**config.mk**
```make
export PLATFORM = sky130hd
export DESIGN_NAME = bpe_parity_signal
export DESIGN_NICKNAME = d
export VERILOG_FILES = /design/src/verilog/bpe_pkg.sv /design/src/verilog/bpe_decode.sv /design/src/verilog/bpe_wb_regs.sv /design/src/verilog/bpe_parity_signal.sv
export SDC_FILE = /design/constraint.sdc
export NUM_CORES = 1
export LEC_CHECK = 0
export ABC_CLOCK_PERIOD_IN_PS = 2250
export BUFFER_PORTS_ARGS = -buffer_cell sky130_fd_sc_hd__buf_4
export CORE_MARGIN = 1
export CORE_UTILIZATION = 41
export DETAILED_ROUTE_END_ITERATION = 16
export GPL_TIMING_DRIVEN = 0
export PLACE_DENSITY = 0.82
export REMOVE_ABC_BUFFERS = 1
export SLEW_MARGIN = 40
export SYNTH_ARGS = -nofsm -noshare
export SYNTH_HDL_FRONTEND = slang
export SYNTH_SLANG_ARGS = --single-unit
```
**constraint.sdc**
```tcl
create_clock -name clock -period 2.25 [get_ports clock]
set_clock_uncertainty 0.1 [all_clocks]
set_input_delay 0.1125 -clock clock [delete_from_list [all_inputs] [get_ports clock]]
set_output_delay 0.1125 -clock clock [all_outputs]
set_load 0.02 [all_outputs]
```
**src/verilog/bpe_pkg.sv**
```systemverilog
// constants and types for the bridge parity error signalling block
// Operation
// - secondary PERR only as secondary write target/read initiator
// - secondary PERR needs secondary response enable
// - downstream read, upstream posted write: secondary enable only
// - upstream delayed write primary error needs both enables
// - downstream delayed write: primary PERR, secondary error needs both enables
// - SERR considered for posted write parity errors
// - no SERR when detected as posted write target
// - posted write SERR needs both response enables
// - SERR also needs SERR enable bit
// - primary PERR only as primary target/initiator, enabled
// - driving SERR sets signalled system error flag
package bpe_pkg;

  // register byte addresses on the wishbone slave
  localparam logic [7:0]  ADDR_CTRL   = 8'h00;
  localparam logic [7:0]  ADDR_STATUS = 8'h04;
  localparam logic [7:0]  ADDR_MASK   = 8'h08;

  // control register fields
  localparam int          CTRL_PRI_PERR_EN = 0;
  localparam int          CTRL_SERR_EN     = 1;
  localparam int          CTRL_SEC_PERR_EN = 2;
  localparam logic [2:0]  CTRL_RESET       = 3'h0;

  // status and mask register fields
  localparam int          STAT_SIG_SERR = 0;
  localparam int          STAT_PRI_PERR = 1;
  localparam int          STAT_SEC_PERR = 2;
  localparam logic [2:0]  STAT_RESET    = 3'h0;
  localparam logic [2:0]  MASK_RESET    = 3'h0;

  // cycles a PERR output stays low, and the high cycle before release
  localparam int          PERR_LOW_CYC  = 1;
  localparam int          PERR_HIGH_CYC = 1;

  typedef enum logic [1:0] {
    XFER_READ,
    XFER_POSTED,
    XFER_DELAYED
  } bpe_xfer_t;

endpackage

```
**src/verilog/bpe_decode.sv**
```systemverilog
// decision table: which parity and system error outputs a parity event drives
`timescale 1ns/10ps
`default_nettype none
module bpe_decode
  import bpe_pkg::*;
(
  input  wire logic [1:0] evtKind,
  input  wire logic       evtDown,
  input  wire logic       evtOnSec,
  input  wire logic       evtSelfTgt,
  input  wire logic       priEn,
  input  wire logic       secEn,
  input  wire logic       serrEn,
  output logic            drvPriPerr,
  output logic            drvSecPerr,
  output logic            drvSerr
);

  logic isRead;
  logic isPosted;
  logic isDelayed;

  always_comb begin
    isRead    = (evtKind == 2'(XFER_READ));
    isPosted  = (evtKind == 2'(XFER_POSTED));
    isDelayed = (evtKind == 2'(XFER_DELAYED));
  end

  // primary side: target of write or initiator of read there
  always_comb begin
    drvPriPerr = 1'b0;
    if (priEn) begin
      if (isRead && !evtDown && !evtOnSec)
        drvPriPerr = 1'b1;
      else if (isPosted && evtDown && !evtOnSec)
        drvPriPerr = 1'b1;
      else if (isDelayed && evtDown && !evtOnSec)
        drvPriPerr = 1'b1;
      else if (isDelayed && evtDown && evtOnSec && secEn)
        drvPriPerr = 1'b1;
    end
  end

  // secondary side mirrors the primary with direction swapped
  always_comb begin
    drvSecPerr = 1'b0;
    if (secEn) begin
      if (isRead && evtDown && evtOnSec)
        drvSecPerr = 1'b1;
      else if (isPosted && !evtDown && evtOnSec)
        drvSecPerr = 1'b1;
      else if (isDelayed && !evtDown && evtOnSec)
        drvSecPerr = 1'b1;
      else if (isDelayed && !evtDown && !evtOnSec && priEn)
        drvSecPerr = 1'b1;
    end
  end

  // only posted writes, seen on the far (target) bus, raise SERR
  always_comb begin
    drvSerr = 1'b0;
    if (isPosted && !evtSelfTgt && priEn && secEn && serrEn) begin
      if (evtDown && evtOnSec)
        drvSerr = 1'b1;
      else if (!evtDown && !evtOnSec)
        drvSerr = 1'b1;
    end
  end

endmodule
`default_nettype wire

```
**src/verilog/bpe_wb_regs.sv**
```systemverilog
// classic wishbone slave holding control and mask, reading back status
`timescale 1ns/10ps
`default_nettype none
module bpe_wb_regs
  import bpe_pkg::*;
(
  input  wire logic        clock,
  input  wire logic        rst_n,
  input  wire logic        wb_cyc_i,
  input  wire logic        wb_stb_i,
  input  wire logic        wb_we_i,
  input  wire logic [7:0]  wb_adr_i,
  input  wire logic [3:0]  wb_sel_i,
  input  wire logic [31:0] wb_dat_i,
  output logic [31:0]      wb_dat_o,
  output logic             wb_ack_o,
  input  wire logic [2:0]  statusIn,
  output logic [2:0]       ctrlOut,
  output logic [2:0]       maskOut,
  output logic             statusRdClr
);

  logic        ack_ff;
  logic [31:0] rdat_ff;
  logic [2:0]  ctrl_ff;
  logic [2:0]  mask_ff;
  logic        access;

  // one wait state: ack rises the cycle after the request, drops after one
  always_comb access = wb_cyc_i && wb_stb_i && !ack_ff;

  always_ff @(posedge clock) begin
    if (!rst_n)
      ack_ff <= 1'b0;
    else
      ack_ff <= access;
  end

  // writes land on the ack edge; only byte lane 0 carries fields
  always_ff @(posedge clock) begin
    if (!rst_n) begin
      ctrl_ff <= CTRL_RESET;
      mask_ff <= MASK_RESET;
    end else if (access && wb_we_i && wb_sel_i[0]) begin
      if (wb_adr_i == ADDR_CTRL)
        ctrl_ff <= wb_dat_i[2:0];
      if (wb_adr_i == ADDR_MASK)
        mask_ff <= wb_dat_i[2:0];
    end
  end

  // unmapped reads return zero, unmapped writes are dropped
  always_ff @(posedge clock) begin
    if (!rst_n)
      rdat_ff <= 32'h0;
    else if (access && !wb_we_i) begin
      unique case (wb_adr_i)
        ADDR_CTRL:   rdat_ff <= {29'h0, ctrl_ff};
        ADDR_STATUS: rdat_ff <= {29'h0, statusIn};
        ADDR_MASK:   rdat_ff <= {29'h0, mask_ff};
        default:     rdat_ff <= 32'h0;
      endcase
    end
  end

  // status snapshot taken now is the value cleared
  always_comb statusRdClr = access && !wb_we_i && (wb_adr_i == ADDR_STATUS);

  assign wb_ack_o = ack_ff;
  assign wb_dat_o = rdat_ff;
  assign ctrlOut  = ctrl_ff;
  assign maskOut  = mask_ff;

endmodule
`default_nettype wire

```
**src/verilog/bpe_parity_signal.sv**
```systemverilog
// top of the bridge parity error signalling block
//
// Implementation choices: the Wishbone slave port and the placing of the registers.
`timescale 1ns/10ps
`default_nettype none
module bpe_parity_signal
  import bpe_pkg::*;
(
  input  wire logic        clock,
  input  wire logic        rst_n,
  // wishbone register port
  input  wire logic        wb_cyc_i,
  input  wire logic        wb_stb_i,
  input  wire logic        wb_we_i,
  input  wire logic [7:0]  wb_adr_i,
  input  wire logic [3:0]  wb_sel_i,
  input  wire logic [31:0] wb_dat_i,
  output logic [31:0]      wb_dat_o,
  output logic             wb_ack_o,
  // parity event from the bridge core, same clock
  input  wire logic        evtValid,
  input  wire logic [1:0]  evtKind,
  input  wire logic        evtDown,
  input  wire logic        evtOnSec,
  input  wire logic        evtSelfTgt,
  // pin drives: active low level and output enable
  output logic             priPerrOutN,
  output logic             priPerrOe,
  output logic             secPerrOutN,
  output logic             secPerrOe,
  output logic             priSerrOutN,
  output logic             priSerrOe,
  output logic             irq
);

  logic [2:0] ctrlReg;
  logic [2:0] maskReg;
  logic       statusRdClr;
  logic       drvPriPerr;
  logic       drvSecPerr;
  logic       drvSerr;
  logic       hitPri;
  logic       hitSec;
  logic       hitSerr;

  logic       priPerrN_ff;
  logic       priPerrOe_ff;
  logic       secPerrN_ff;
  logic       secPerrOe_ff;
  logic       serrOe_ff;
  logic [2:0] status_ff;
  logic [2:0] nxt_status;
  logic       irq_ff;

  bpe_wb_regs u_regs (
    .clock       (clock),
    .rst_n       (rst_n),
    .wb_cyc_i    (wb_cyc_i),
    .wb_stb_i    (wb_stb_i),
    .wb_we_i     (wb_we_i),
    .wb_adr_i    (wb_adr_i),
    .wb_sel_i    (wb_sel_i),
    .wb_dat_i    (wb_dat_i),
    .wb_dat_o    (wb_dat_o),
    .wb_ack_o    (wb_ack_o),
    .statusIn    (status_ff),
    .ctrlOut     (ctrlReg),
    .maskOut     (maskReg),
    .statusRdClr (statusRdClr)
  );

  bpe_decode u_decode (
    .evtKind    (evtKind),
    .evtDown    (evtDown),
    .evtOnSec   (evtOnSec),
    .evtSelfTgt (evtSelfTgt),
    .priEn      (ctrlReg[CTRL_PRI_PERR_EN]),
    .secEn      (ctrlReg[CTRL_SEC_PERR_EN]),
    .serrEn     (ctrlReg[CTRL_SERR_EN]),
    .drvPriPerr (drvPriPerr),
    .drvSecPerr (drvSecPerr),
    .drvSerr    (drvSerr)
  );

  always_comb begin
    hitPri  = evtValid && drvPriPerr;
    hitSec  = evtValid && drvSecPerr;
    hitSerr = evtValid && drvSerr;
  end

  // PERR is sustained tri-state: low one cycle, high one cycle, then released
  always_ff @(posedge clock) begin
    if (!rst_n) begin
      priPerrN_ff  <= 1'b1;
      priPerrOe_ff <= 1'b0;
    end else begin
      priPerrN_ff  <= !hitPri;
      priPerrOe_ff <= hitPri || !priPerrN_ff;
    end
  end

  always_ff @(posedge clock) begin
    if (!rst_n) begin
      secPerrN_ff  <= 1'b1;
      secPerrOe_ff <= 1'b0;
    end else begin
      secPerrN_ff  <= !hitSec;
      secPerrOe_ff <= hitSec || !secPerrN_ff;
    end
  end

  // SERR is open drain: enable alone pulls the wire low for one cycle
  always_ff @(posedge clock) begin
    if (!rst_n)
      serrOe_ff <= 1'b0;
    else
      serrOe_ff <= hitSerr;
  end

  // set wins over the read clear so no event is lost
  always_comb begin
    nxt_status = status_ff & ~{3{statusRdClr}};
    nxt_status[STAT_SIG_SERR] = nxt_status[STAT_SIG_SERR] | hitSerr;
    nxt_status[STAT_PRI_PERR] = nxt_status[STAT_PRI_PERR] | hitPri;
    nxt_status[STAT_SEC_PERR] = nxt_status[STAT_SEC_PERR] | hitSec;
  end

  always_ff @(posedge clock) begin
    if (!rst_n)
      status_ff <= STAT_RESET;
    else
      status_ff <= nxt_status;
  end

  always_ff @(posedge clock) begin
    if (!rst_n)
      irq_ff <= 1'b0;
    else
      irq_ff <= |(nxt_status & maskReg);
  end

  assign priPerrOutN = priPerrN_ff;
  assign priPerrOe   = priPerrOe_ff;
  assign secPerrOutN = secPerrN_ff;
  assign secPerrOe   = secPerrOe_ff;
  assign priSerrOutN = 1'b0;
  assign priSerrOe   = serrOe_ff;
  assign irq         = irq_ff;

  // helper decode of the current event kind; the assertions take its $past
  logic isPostedEvt;
  always_comb isPostedEvt = (evtKind == 2'(XFER_POSTED));
endmodule
`default_nettype wire

```
Word-level counts from Yosys, hierarchy flattened
Index checks and enable logic that the tools add are counted.

Register bits: 48. Input port bits: 55. Output and inout bits: 40. Logic and storage cells: 82.

Equal/unequal tests: 4. Muxes and demuxes: 14. Bitwise gates (word level): 6. Reduce and logical (&&, ||, !) cells: 47.

Operators with widths (count): $logic_and A1 B1 Y1 (31); $mux W1 (13); $logic_not A1 Y1 (9); $pmux W3 S3 (1); $eq A8 B3 Y1 const B (1); $eq A8 B4 Y1 const B (1); $logic_not A8 Y1 (1); $and A3 B3 Y3 (2); $reduce_and A2 Y1 (2); $not A3 Y3 (1); $or A1 B1 Y1 (3); $reduce_or A3 Y1 (1); $eq A2 B1 Y1 const B (1); $eq A2 B2 Y1 const B (1); $logic_not A2 Y1 (1); $logic_or A1 B1 Y1 (2).

Depth between registers and ports, before layout
Gate-level depths: netlist (run 1).

Word-level depth: 13. Gate-level depth with buffers: 5.

Hierarchy
A second synthesis (run 1) with hierarchy kept.

Cells, all modules: 124. Area, all modules: 1174.9 µm².

By module, submodules not included: bpe_wb_regs (instances 1, cells an instance 82, area each 754.5 µm², seq. area each 200.2 µm²); bpe_parity_signal (instances 1, cells an instance 28, area each 315.3 µm², seq. area each 180.2 µm²); bpe_decode (instances 1, cells an instance 14, area each 105.1 µm², seq. area each 0.0 µm²).

Least setup slack after synthesis (run 1)
Ideal clock, no wire load.

Path kind: register -> register. From: register u_regs.ack_ff (netlist: u_regs.wb_ack_o). To: register irq_ff (netlist: irq). Arrival time: 1.286 ns. Required time: 2.030 ns. Setup slack: 0.745 ns. Stages on the path, launching flop included: 6. Path buffers: 0. Clock period less this slack: 1.505 ns. Cell sequence: dfxtp_1 -> nor4bb_1 -> nand4_1 -> nand2_1 -> a21oi_2 -> a211o_1.

Longest elaborated chain between the ends: 9.

Ends and longest elaborated chain: from (decl) (RTL line bpe_wb_regs.sv:23) `logic ack_ff;`; from (signal assigned) (RTL line bpe_wb_regs.sv:36) `ack_ff <= access;`; $logic_not A1 Y1 * (RTL line bpe_wb_regs.sv:30) `always_comb access = wb_cyc_i && wb_stb_i && !ack_ff;`; $logic_and A1 B1 Y1 * (RTL line bpe_wb_regs.sv:30); $logic_and A1 B1 Y1 * (2 in series) (RTL line bpe_wb_regs.sv:67) `always_comb statusRdClr = access && !wb_we_i && (wb_adr_i == ADDR_STATUS);`; $not A3 Y3 * (RTL line bpe_parity_signal.sv:122) `nxt_status = status_ff & ~{3{statusRdClr}};`; $and A3 B3 Y3 * (RTL line bpe_parity_signal.sv:122); $or A1 B1 Y1, on equally long branches (RTL line bpe_parity_signal.sv:123, bpe_parity_signal.sv:124, bpe_parity_signal.sv:125); $and A3 B3 Y3 * (RTL line bpe_parity_signal.sv:139) `irq_ff <= |(nxt_status & maskReg);`; $reduce_or A3 Y1 * (RTL line bpe_parity_signal.sv:139); to (signal assigned) (RTL line bpe_parity_signal.sv:139); to (decl) (RTL line bpe_parity_signal.sv:53) `logic irq_ff;`.

Every way passes the cells marked *; elsewhere a longest branch is shown, timed or not. A chain may end at the register's enable or synchronous reset.

Worst setup path in the final report (run 1)
Same ends and word-level chain as after synthesis.

==> out/results.ini, run 1 <==
[logic_synthesis]
synthAdderAreaFrac_pct = 0
synthXorXnorAreaFrac_pct = 1.56
netlist_instances = 128
yosysUniqueCellTypes = 35
ys_warn_count = 0
synth.cell_area_um2 = 1120
synth-edff-count = 0
yosys-top-cells-count = 30 x buf_4, 22 x nand2_1, 19 x dfxtp_1
yosysMostFrequentCell = buf_4
synth_top_family_by_area = simple AND/OR/NAND/NOR gates
synth_top_cell_by_area = dfxtp_1
synth_compound_area_share_pct = 11.5
synth_ff_type = dfxtp_1
avgSynthCellArea_um2 = 8.76
ys_seq_area_share_pct = 33.9
synth_seq_cells = 19
synthSimpleGateAreaFrac_pct = 25.9
synthTopCellsByArea = dfxtp_1 34%, buf_4 20%, nand2_1 7.4%, nor4_4 3.8%, mux2i_1 2.7%
ys_async_sr_fraction_pct = 0
synthMuxAreaShare_pct = 5.69
yosysTopAreaCellShare_pct = 33.9

[setup_path]
slowest_delay_ps = 350
path_max_fanout = 3
crit_required_ps = 2350
startpoint = u_regs.wb_ack_o
critPathSlowestCell = dfxtp_1
regToRegEndpoint = irq
criticalPathCategory = reg -> reg
endpoint = irq
rrSetupSlack_ps = 630
regToRegStartpoint = u_regs.wb_ack_o
worstPathArrival_ps = 1720
cp_cell_sequence = nor4bb_1 > nand4_1 > nand2_1 > a21oi_2 > a211o_1
start_kind = register
end_kind = register
worst-r2r-cell-count = 5

[sta]
hold_viol = 0
fmax_ghz = 0.617
fin_setup_tns_ps = 0
finalSetupViolCount = 0
fin_crit_ps = 1620
period_share_pct = 72.1
setup_ws_ps = 628
maxSlewViolCount = 0
rsz0062_at_grt = no

[placed_design]
io_buffers = 32
dp_slack_ps = 650
post-dp-hpwl_um = 1710
gp_congestion = 0.809

[status]
outcome = finished, final reports clean

[routing]
first_iter_violations = 26
drtAntennaViolNets = 0
wl_per_cell_um = 11.2
vias = 933
firstDrtPassIters = 4
routed_wl_um = 2180
viasPerCell = 4.81
remaining_drc_errors = 0

[clock_network]
clk_pin_slew_worst_paths_ps = 110
clk_path_buf_depth = 2
numClockSinks = 19
cts_tree = yes
cts-buffers-inserted = 3
post_cts.repair.setup_buffers = 0
cts_root_buffer = clkbuf_4
clock_latency_ps = 300
cts_max_level = 1

[pwr]
sw_frac_of_total_pct = 29.5
power.share.clock_pct = 27.4
seq_power_share_pct = 53.8
p_leak_uw = 0.000596
p_int_uw = 443
power_frac_comb_pct = 18.8
p_per_area_nw_per_um2 = 471
ir_worst_vdd_mv = 0.330
switchingPower_uw = 185

[hold_path]
min_path_type = in -> reg

[global_route]
grt_overflow = 0
grt_pass1_vias = 775
grt_max_degree = 17
grt_use_total_pct = 15.5
grt_pass1_wl_um = 3320
antenna_found_initial = 0

[die]
die_x_um = 54.3
ios = 95
dieArea_um2 = 2950
num_rows = 18
die_h_um = 54.3
start_util_pct = 44.4
core_area_um2 = 2520

[finish]
diodes = 0
synthToLayoutAreaGrowth_pct = 18.9
nets = 220
drive_above_1_share_pct = 26.8

[job]
drv_cap = 0

## state kept, by name, indices dropped and copies added, names as in the netlist
| register | flops |
|---|---|
| priPerrOe | 1 |
| priPerrOutN | 1 |
| irq | 1 |
| priSerrOe | 1 |
| secPerrOutN | 1 |
| u_regs.wb_dat_o | 3 |
| u_regs.maskOut | 3 |
| u_regs.wb_ack_o | 1 |
| u_regs.ctrlOut | 3 |
| secPerrOe | 1 |
| status_ff | 3 |
## per-layer routing
layer  global-route usage [%]  wire [um]
met3                     4.17        122
met4                     3.85         23
met2                     28.0       1120
met1                     17.8        912
met5                        0          0
## stage by stage
step / cells / cell area [um^2] / total power (uW) / hold WS, ps / util, %
after global routing: 194 / 1330 / 655 / 38.1 / 52.8
final: 194 / 1330 / 628 / 49.5 / 52.8
after floorplan: 125 / 997 / 409 / 150 / -
after detailed placement: 187 / 1270 / 458 / 260 / 50.5
after global placement: 187 / 1270 / 455 / 255 / 50.5
after CTS: 194 / 1330 / 626 / 44.0 / 52.8
## power by group through the flow
stage | Sequential [uW] | Clock (uW) | Combinational, uW
after floorplan | 346 | 0 | 63.4
after global placement | 345 | 0 | 110
after detailed placement | 345 | 0 | 113
after CTS | 338 | 172 | 117
after global routing | 338 | 190 | 127
final | 338 | 172 | 118
## critical path: cells and delay by family (launching register included)
family,cells,cell delay [ps]
DFF,1,350
AOI/OAI and AO/OA,2,380
and+or+nand+nor,3,690
## worst min-delay path by stage
stage,startpoint,end,slack (ps),depth (start not counted)
3_3_place_gp,wb_dat_i[0],u_regs.ctrlOut[0],260,3
3_5_place_dp,wb_dat_i[0],u_regs.ctrlOut[0],260,3
5_1_grt,rst_n,u_regs.maskOut[0],40,3
6_report,rst_n,u_regs.ctrlOut[0],50,3
4_1_cts,rst_n,u_regs.ctrlOut[0],40,3
2_1_floorplan,wb_dat_i[0],u_regs.ctrlOut[0],150,2
## cell usage in the layout, fill, tap and decap left out, types with 3 or more instances in the layout
master         synthesis  routed
clkbuf_4               0       3
nand3_1                5       5
o21ai_1                3       3
mux2i_1                3       3
o21ai_0                4       4
a31oi_1                3       3
nor4bb_1               3       3
nor2_1                 3       3
nand2_1               22      22
buf_4                 30      32
dfxtp_1               19      19
conb_1                 1      30
dlygate4sd3_1          0       3
## layout make-up
type / count / area [um^2]
clock buffers: 3 / 22.5
multi-input cells: 105 / 613
repair buffers: 35 / 270
well taps: 30 / 37.5
inverters: 1 / 3.75
clock inverters: 1 / 5.00
flip-flops and latches: 19 / 380
fillers: 228 / 1190
## logic make-up after synthesis
logic type,Yosys count
multiplexers,6
flip-flops,19
buffers and inverters,33
other,1
AND/OR/NAND/NOR,48
XOR/XNOR,2
AO/OA/AOI/OAI,19
## repair_timing
action,in CTS,in global routing
resized for setup,0,0
hold buffers,3,0
endpoints found under the hold margin,6,0
Note: power is estimated with default switching activity, not from simulation.
==> run 2, diff against run 1 <==
--- a/config.mk
+++ b/config.mk
@@ -5,13 +5,14 @@
 export SDC_FILE = /design/constraint.sdc
 export NUM_CORES = 1
 export LEC_CHECK = 0
-export ABC_CLOCK_PERIOD_IN_PS = 2250
+export ABC_AREA = 1
+export ABC_CLOCK_PERIOD_IN_PS = 1650
 export BUFFER_PORTS_ARGS = -buffer_cell sky130_fd_sc_hd__buf_4
 export CORE_MARGIN = 1
-export CORE_UTILIZATION = 41
+export CORE_UTILIZATION = 39
 export DETAILED_ROUTE_END_ITERATION = 16
 export GPL_TIMING_DRIVEN = 0
-export PLACE_DENSITY = 0.82
+export PLACE_DENSITY = 0.77
 export REMOVE_ABC_BUFFERS = 1
 export SLEW_MARGIN = 40
 export SYNTH_ARGS = -nofsm -noshare
==> constraint.sdc (replaced) <==
create_clock -name clock -period 1.65 [get_ports clock]
set_clock_uncertainty 0.1 [all_clocks]
set_input_delay 0.0825 -clock clock [delete_from_list [all_inputs] [get_ports clock]]
set_output_delay 0.0825 -clock clock [all_outputs]
set_load 0.02 [all_outputs]
==> run 2 against run 1 <==
Effect of this change: the flow now finishes with violations (DRC); critical path depth grew 3; non-clock buffer count increased by 4; cell area rose by 8.5%; register-to-register slack got worse by 290 ps; count of clock-buffer cells in the layout is the same; critical path type is now in -> reg; critical endpoint unchanged; largest power group unchanged.
==> out/results.ini, run 2 <==
[status]
outcome = complete, but fails checks
violations = DRC

[logic_synthesis]
synth_ff_type = dfxtp_1
synth_top_cell_by_area = dfxtp_1
netlist_instances = 169  ; +32%
yosysMostFrequentCell = nand2_1
yosysUniqueCellTypes = 20  ; -43%
synth-edff-count = 0  ; unchanged
synth.cell_area_um2 = 1190  ; +6.0%
avgSynthCellArea_um2 = 7.03  ; -20%
synthTopCellsByArea = dfxtp_1 32%, buf_4 19%, nand2_1 11%, nand3_1 7.2%, a21oi_1 4.6%
synth_seq_cells = 19  ; unchanged
ys_warn_count = 0  ; unchanged
yosysTopAreaCellShare_pct = 32.0  ; -1.9 points
ys_seq_area_share_pct = 32.0  ; -1.9 points
ys_async_sr_fraction_pct = 0  ; unchanged
yosys-top-cells-count = 34 x nand2_1, 30 x buf_4, 19 x dfxtp_1

[pwr]
p_leak_uw = 0.000722  ; +21%
p_per_area_nw_per_um2 = 601  ; +28%
ir_worst_vdd_mv = 0.526  ; +59%

[routing]
firstDrtPassIters = 11  ; +7
drtAntennaViolNets = 0  ; unchanged
first_iter_violations = 33  ; +27%
viasPerCell = 4.29  ; -11%
routed_wl_um = 2140  ; -1.9%
remaining_drc_errors = 6  ; +6
vias = 1033  ; +11%
wl_per_cell_um = 8.88  ; -21%

[setup_path]
regToRegStartpoint = u_regs.wb_ack_o
slowest_delay_ps = 530  ; +180 ps
endpoint = irq
worst-r2r-cell-count = 3  ; -2
path_max_fanout = 13  ; +10
end_kind = register
crit_family = buffers and inverters
cp_cell_sequence = dlygate4sd3_1 > buf_4 > inv_1 > nor2_1 > nand2_2 > nand2_2 > nand2_1 > nand3_1
cp.depth = 8  ; +3
regToRegEndpoint = u_regs.wb_ack_o
crit_top_cell = nand2_2
criticalPathCategory = in -> reg
crit_buf_inv = 3  ; +3
crit_required_ps = 1740  ; -610 ps
critPathSlowestCell = dlygate4sd3_1
worstPathArrival_ps = 1470  ; -250 ps
startpoint = rst_n
start_kind = input port
rrSetupSlack_ps = 340  ; -290 ps

[die]
die_h_um = 57.2  ; +5.4%
die_x_um = 57.2  ; +5.4%
num_rows = 19  ; +1
dieArea_um2 = 3270  ; +11%
start_util_pct = 42.0  ; -2.4 points
ios = 95  ; unchanged
core_area_um2 = 2830  ; +12%

[sta]
hold_ws_ps = 14.0  ; -35.5 ps
maxSlewViolCount = 0  ; unchanged
period_share_pct = 83.7
fin_crit_ps = 1380
fmax_ghz = 0.724
finalSetupViolCount = 0  ; unchanged
rsz0062_at_grt = no
hold_viol = 0  ; unchanged
fin_setup_tns_ps = 0  ; unchanged

[finish]
drive_above_1_share_pct = 26.7  ; -0.16 points
final_cell_mix = 34 x nand2_1, 32 x buf_4, 30 x conb_1
synthToLayoutAreaGrowth_pct = 21.6
diodes = 0  ; unchanged
layout.cells.most_common = nand2_1
fill_cells = 287  ; +26%
finish.instance_area_um2 = 1450  ; +8.5%
nets = 266  ; +21%
layoutNonFillerInstCount = 241  ; +24%
fin_util_pct = 51.1  ; -1.7 points

[clock_network]
clock_latency_ps = 300  ; about the same
cts_max_level = 1  ; unchanged
clk_path_buf_depth = 2  ; unchanged
clk_pin_slew_worst_paths_ps = 100  ; about the same
cts_resized = 0  ; unchanged
cts_root_buffer = clkbuf_4
cts_tree = yes
cts-buffers-inserted = 3  ; unchanged
numClockSinks = 19  ; unchanged

[global_route]
grt_pass1_vias = 938  ; +21%
grt_max_degree = 14  ; -3
grt_use_total_pct = 14.1  ; -1.4 points
grt_pass1_wl_um = 3620  ; +9.0%
grt_overflow = 0  ; unchanged
antenna_found_initial = 0  ; unchanged

[placed_design]
gp_congestion = 0.858  ; +6.0%
post-dp-hpwl_um = 1680  ; -1.6%
placed_cell_area_um2 = 1350  ; +5.7%
io_buffers = 32  ; unchanged
place_inst = 230  ; +23%

[job]
drv_cap = 0  ; unchanged

[hold_path]
min_path_type = in -> reg

[run 2: cell types whose count changed in the layout (fill, tap and decap cells not counted), sizes merged, moves of 4 or more]
cell / change
nand2: +19
dlygate4sd3: +4
nor2: +18
nand3: +13
a21oi: +8
inv: +15
[run 2: cells by family (layout without fill, tap and decap cells)]
logic type	after synthesis	count (layout)	share of synthesized area [%]
buffers and inverters	48	60	24.7
other	1	30	0.315
DFF	19	19	32.0
AOI/OAI and AO/OA	19	19	8.00
and+or+nand+nor	82	82	34.9
[run 2: report_power, final]
group | switching [uW] | internal, uW | leakage [uW]
combinational | 115 | 61.0 | 0.000551
clock | 142 | 90.4 | 0.0000177
sequential | 0.642 | 459 | 0.000153
total | 258 | 611 | 0.000722
[run 2: layout make-up]
cell class | instances | area [um^2] | share of cell area, %
Multi-Input combinational cell | 131 | 623 | 43.1
Sequential cell | 19 | 380 | 26.3
Timing Repair Buffer | 39 | 310 | 21.5
Inverter | 17 | 65.1 | 4.50
Tap cell | 31 | 38.8 | 2.68
Clock buffer | 3 | 22.5 | 1.56
Clock inverter | 1 | 5.00 | 0.346
[run 2: through the flow]
step / worst slack [ps] / power [uW]
finish: 268 / 869
global route: 155 / 915
CTS: 260 / 873
detailed placement: 415 / 632
global placement: 409 / 631
floorplan: 423 / 572
[run 2: layer usage]
metal | track usage (%) | share of wire, % | wire (um) | vias up
met4 | 2.09 | 0.56 | 12 | 0
met3 | 4.76 | 5.7 | 121 | 2
met5 | 0 | 0 | 0 | -
met1 | 16.7 | 46 | 984 | 443
met2 | 25.0 | 48 | 1020 | 37
li1 | - | - | - | 551
[run 2: how the worst min path moves through the flow]
stage,cells past startpoint,to,slack (ps),start
floorplan,1,secPerrOutN,80,rst_n
global placement,3,u_regs.ctrlOut[1],260,wb_dat_i[1]
detailed placement,3,u_regs.ctrlOut[1],260,wb_dat_i[1]
CTS,4,priSerrOe,7,evtSelfTgt
global route,4,priSerrOe,20,evtSelfTgt
finish,4,priSerrOe,10,evtSelfTgt
[run 2: timing repair]
item,CTS,global route
hold endpoints to repair,11,0
hold buffers,7,0
buffers inserted,0,0
[run 2: worst reg2reg max path: stages, from the launching register on]
cell           delay (ps)
dfxtp_1               350
nand3b_4              150
dlygate4sd3_1         550
nor2_1                 40
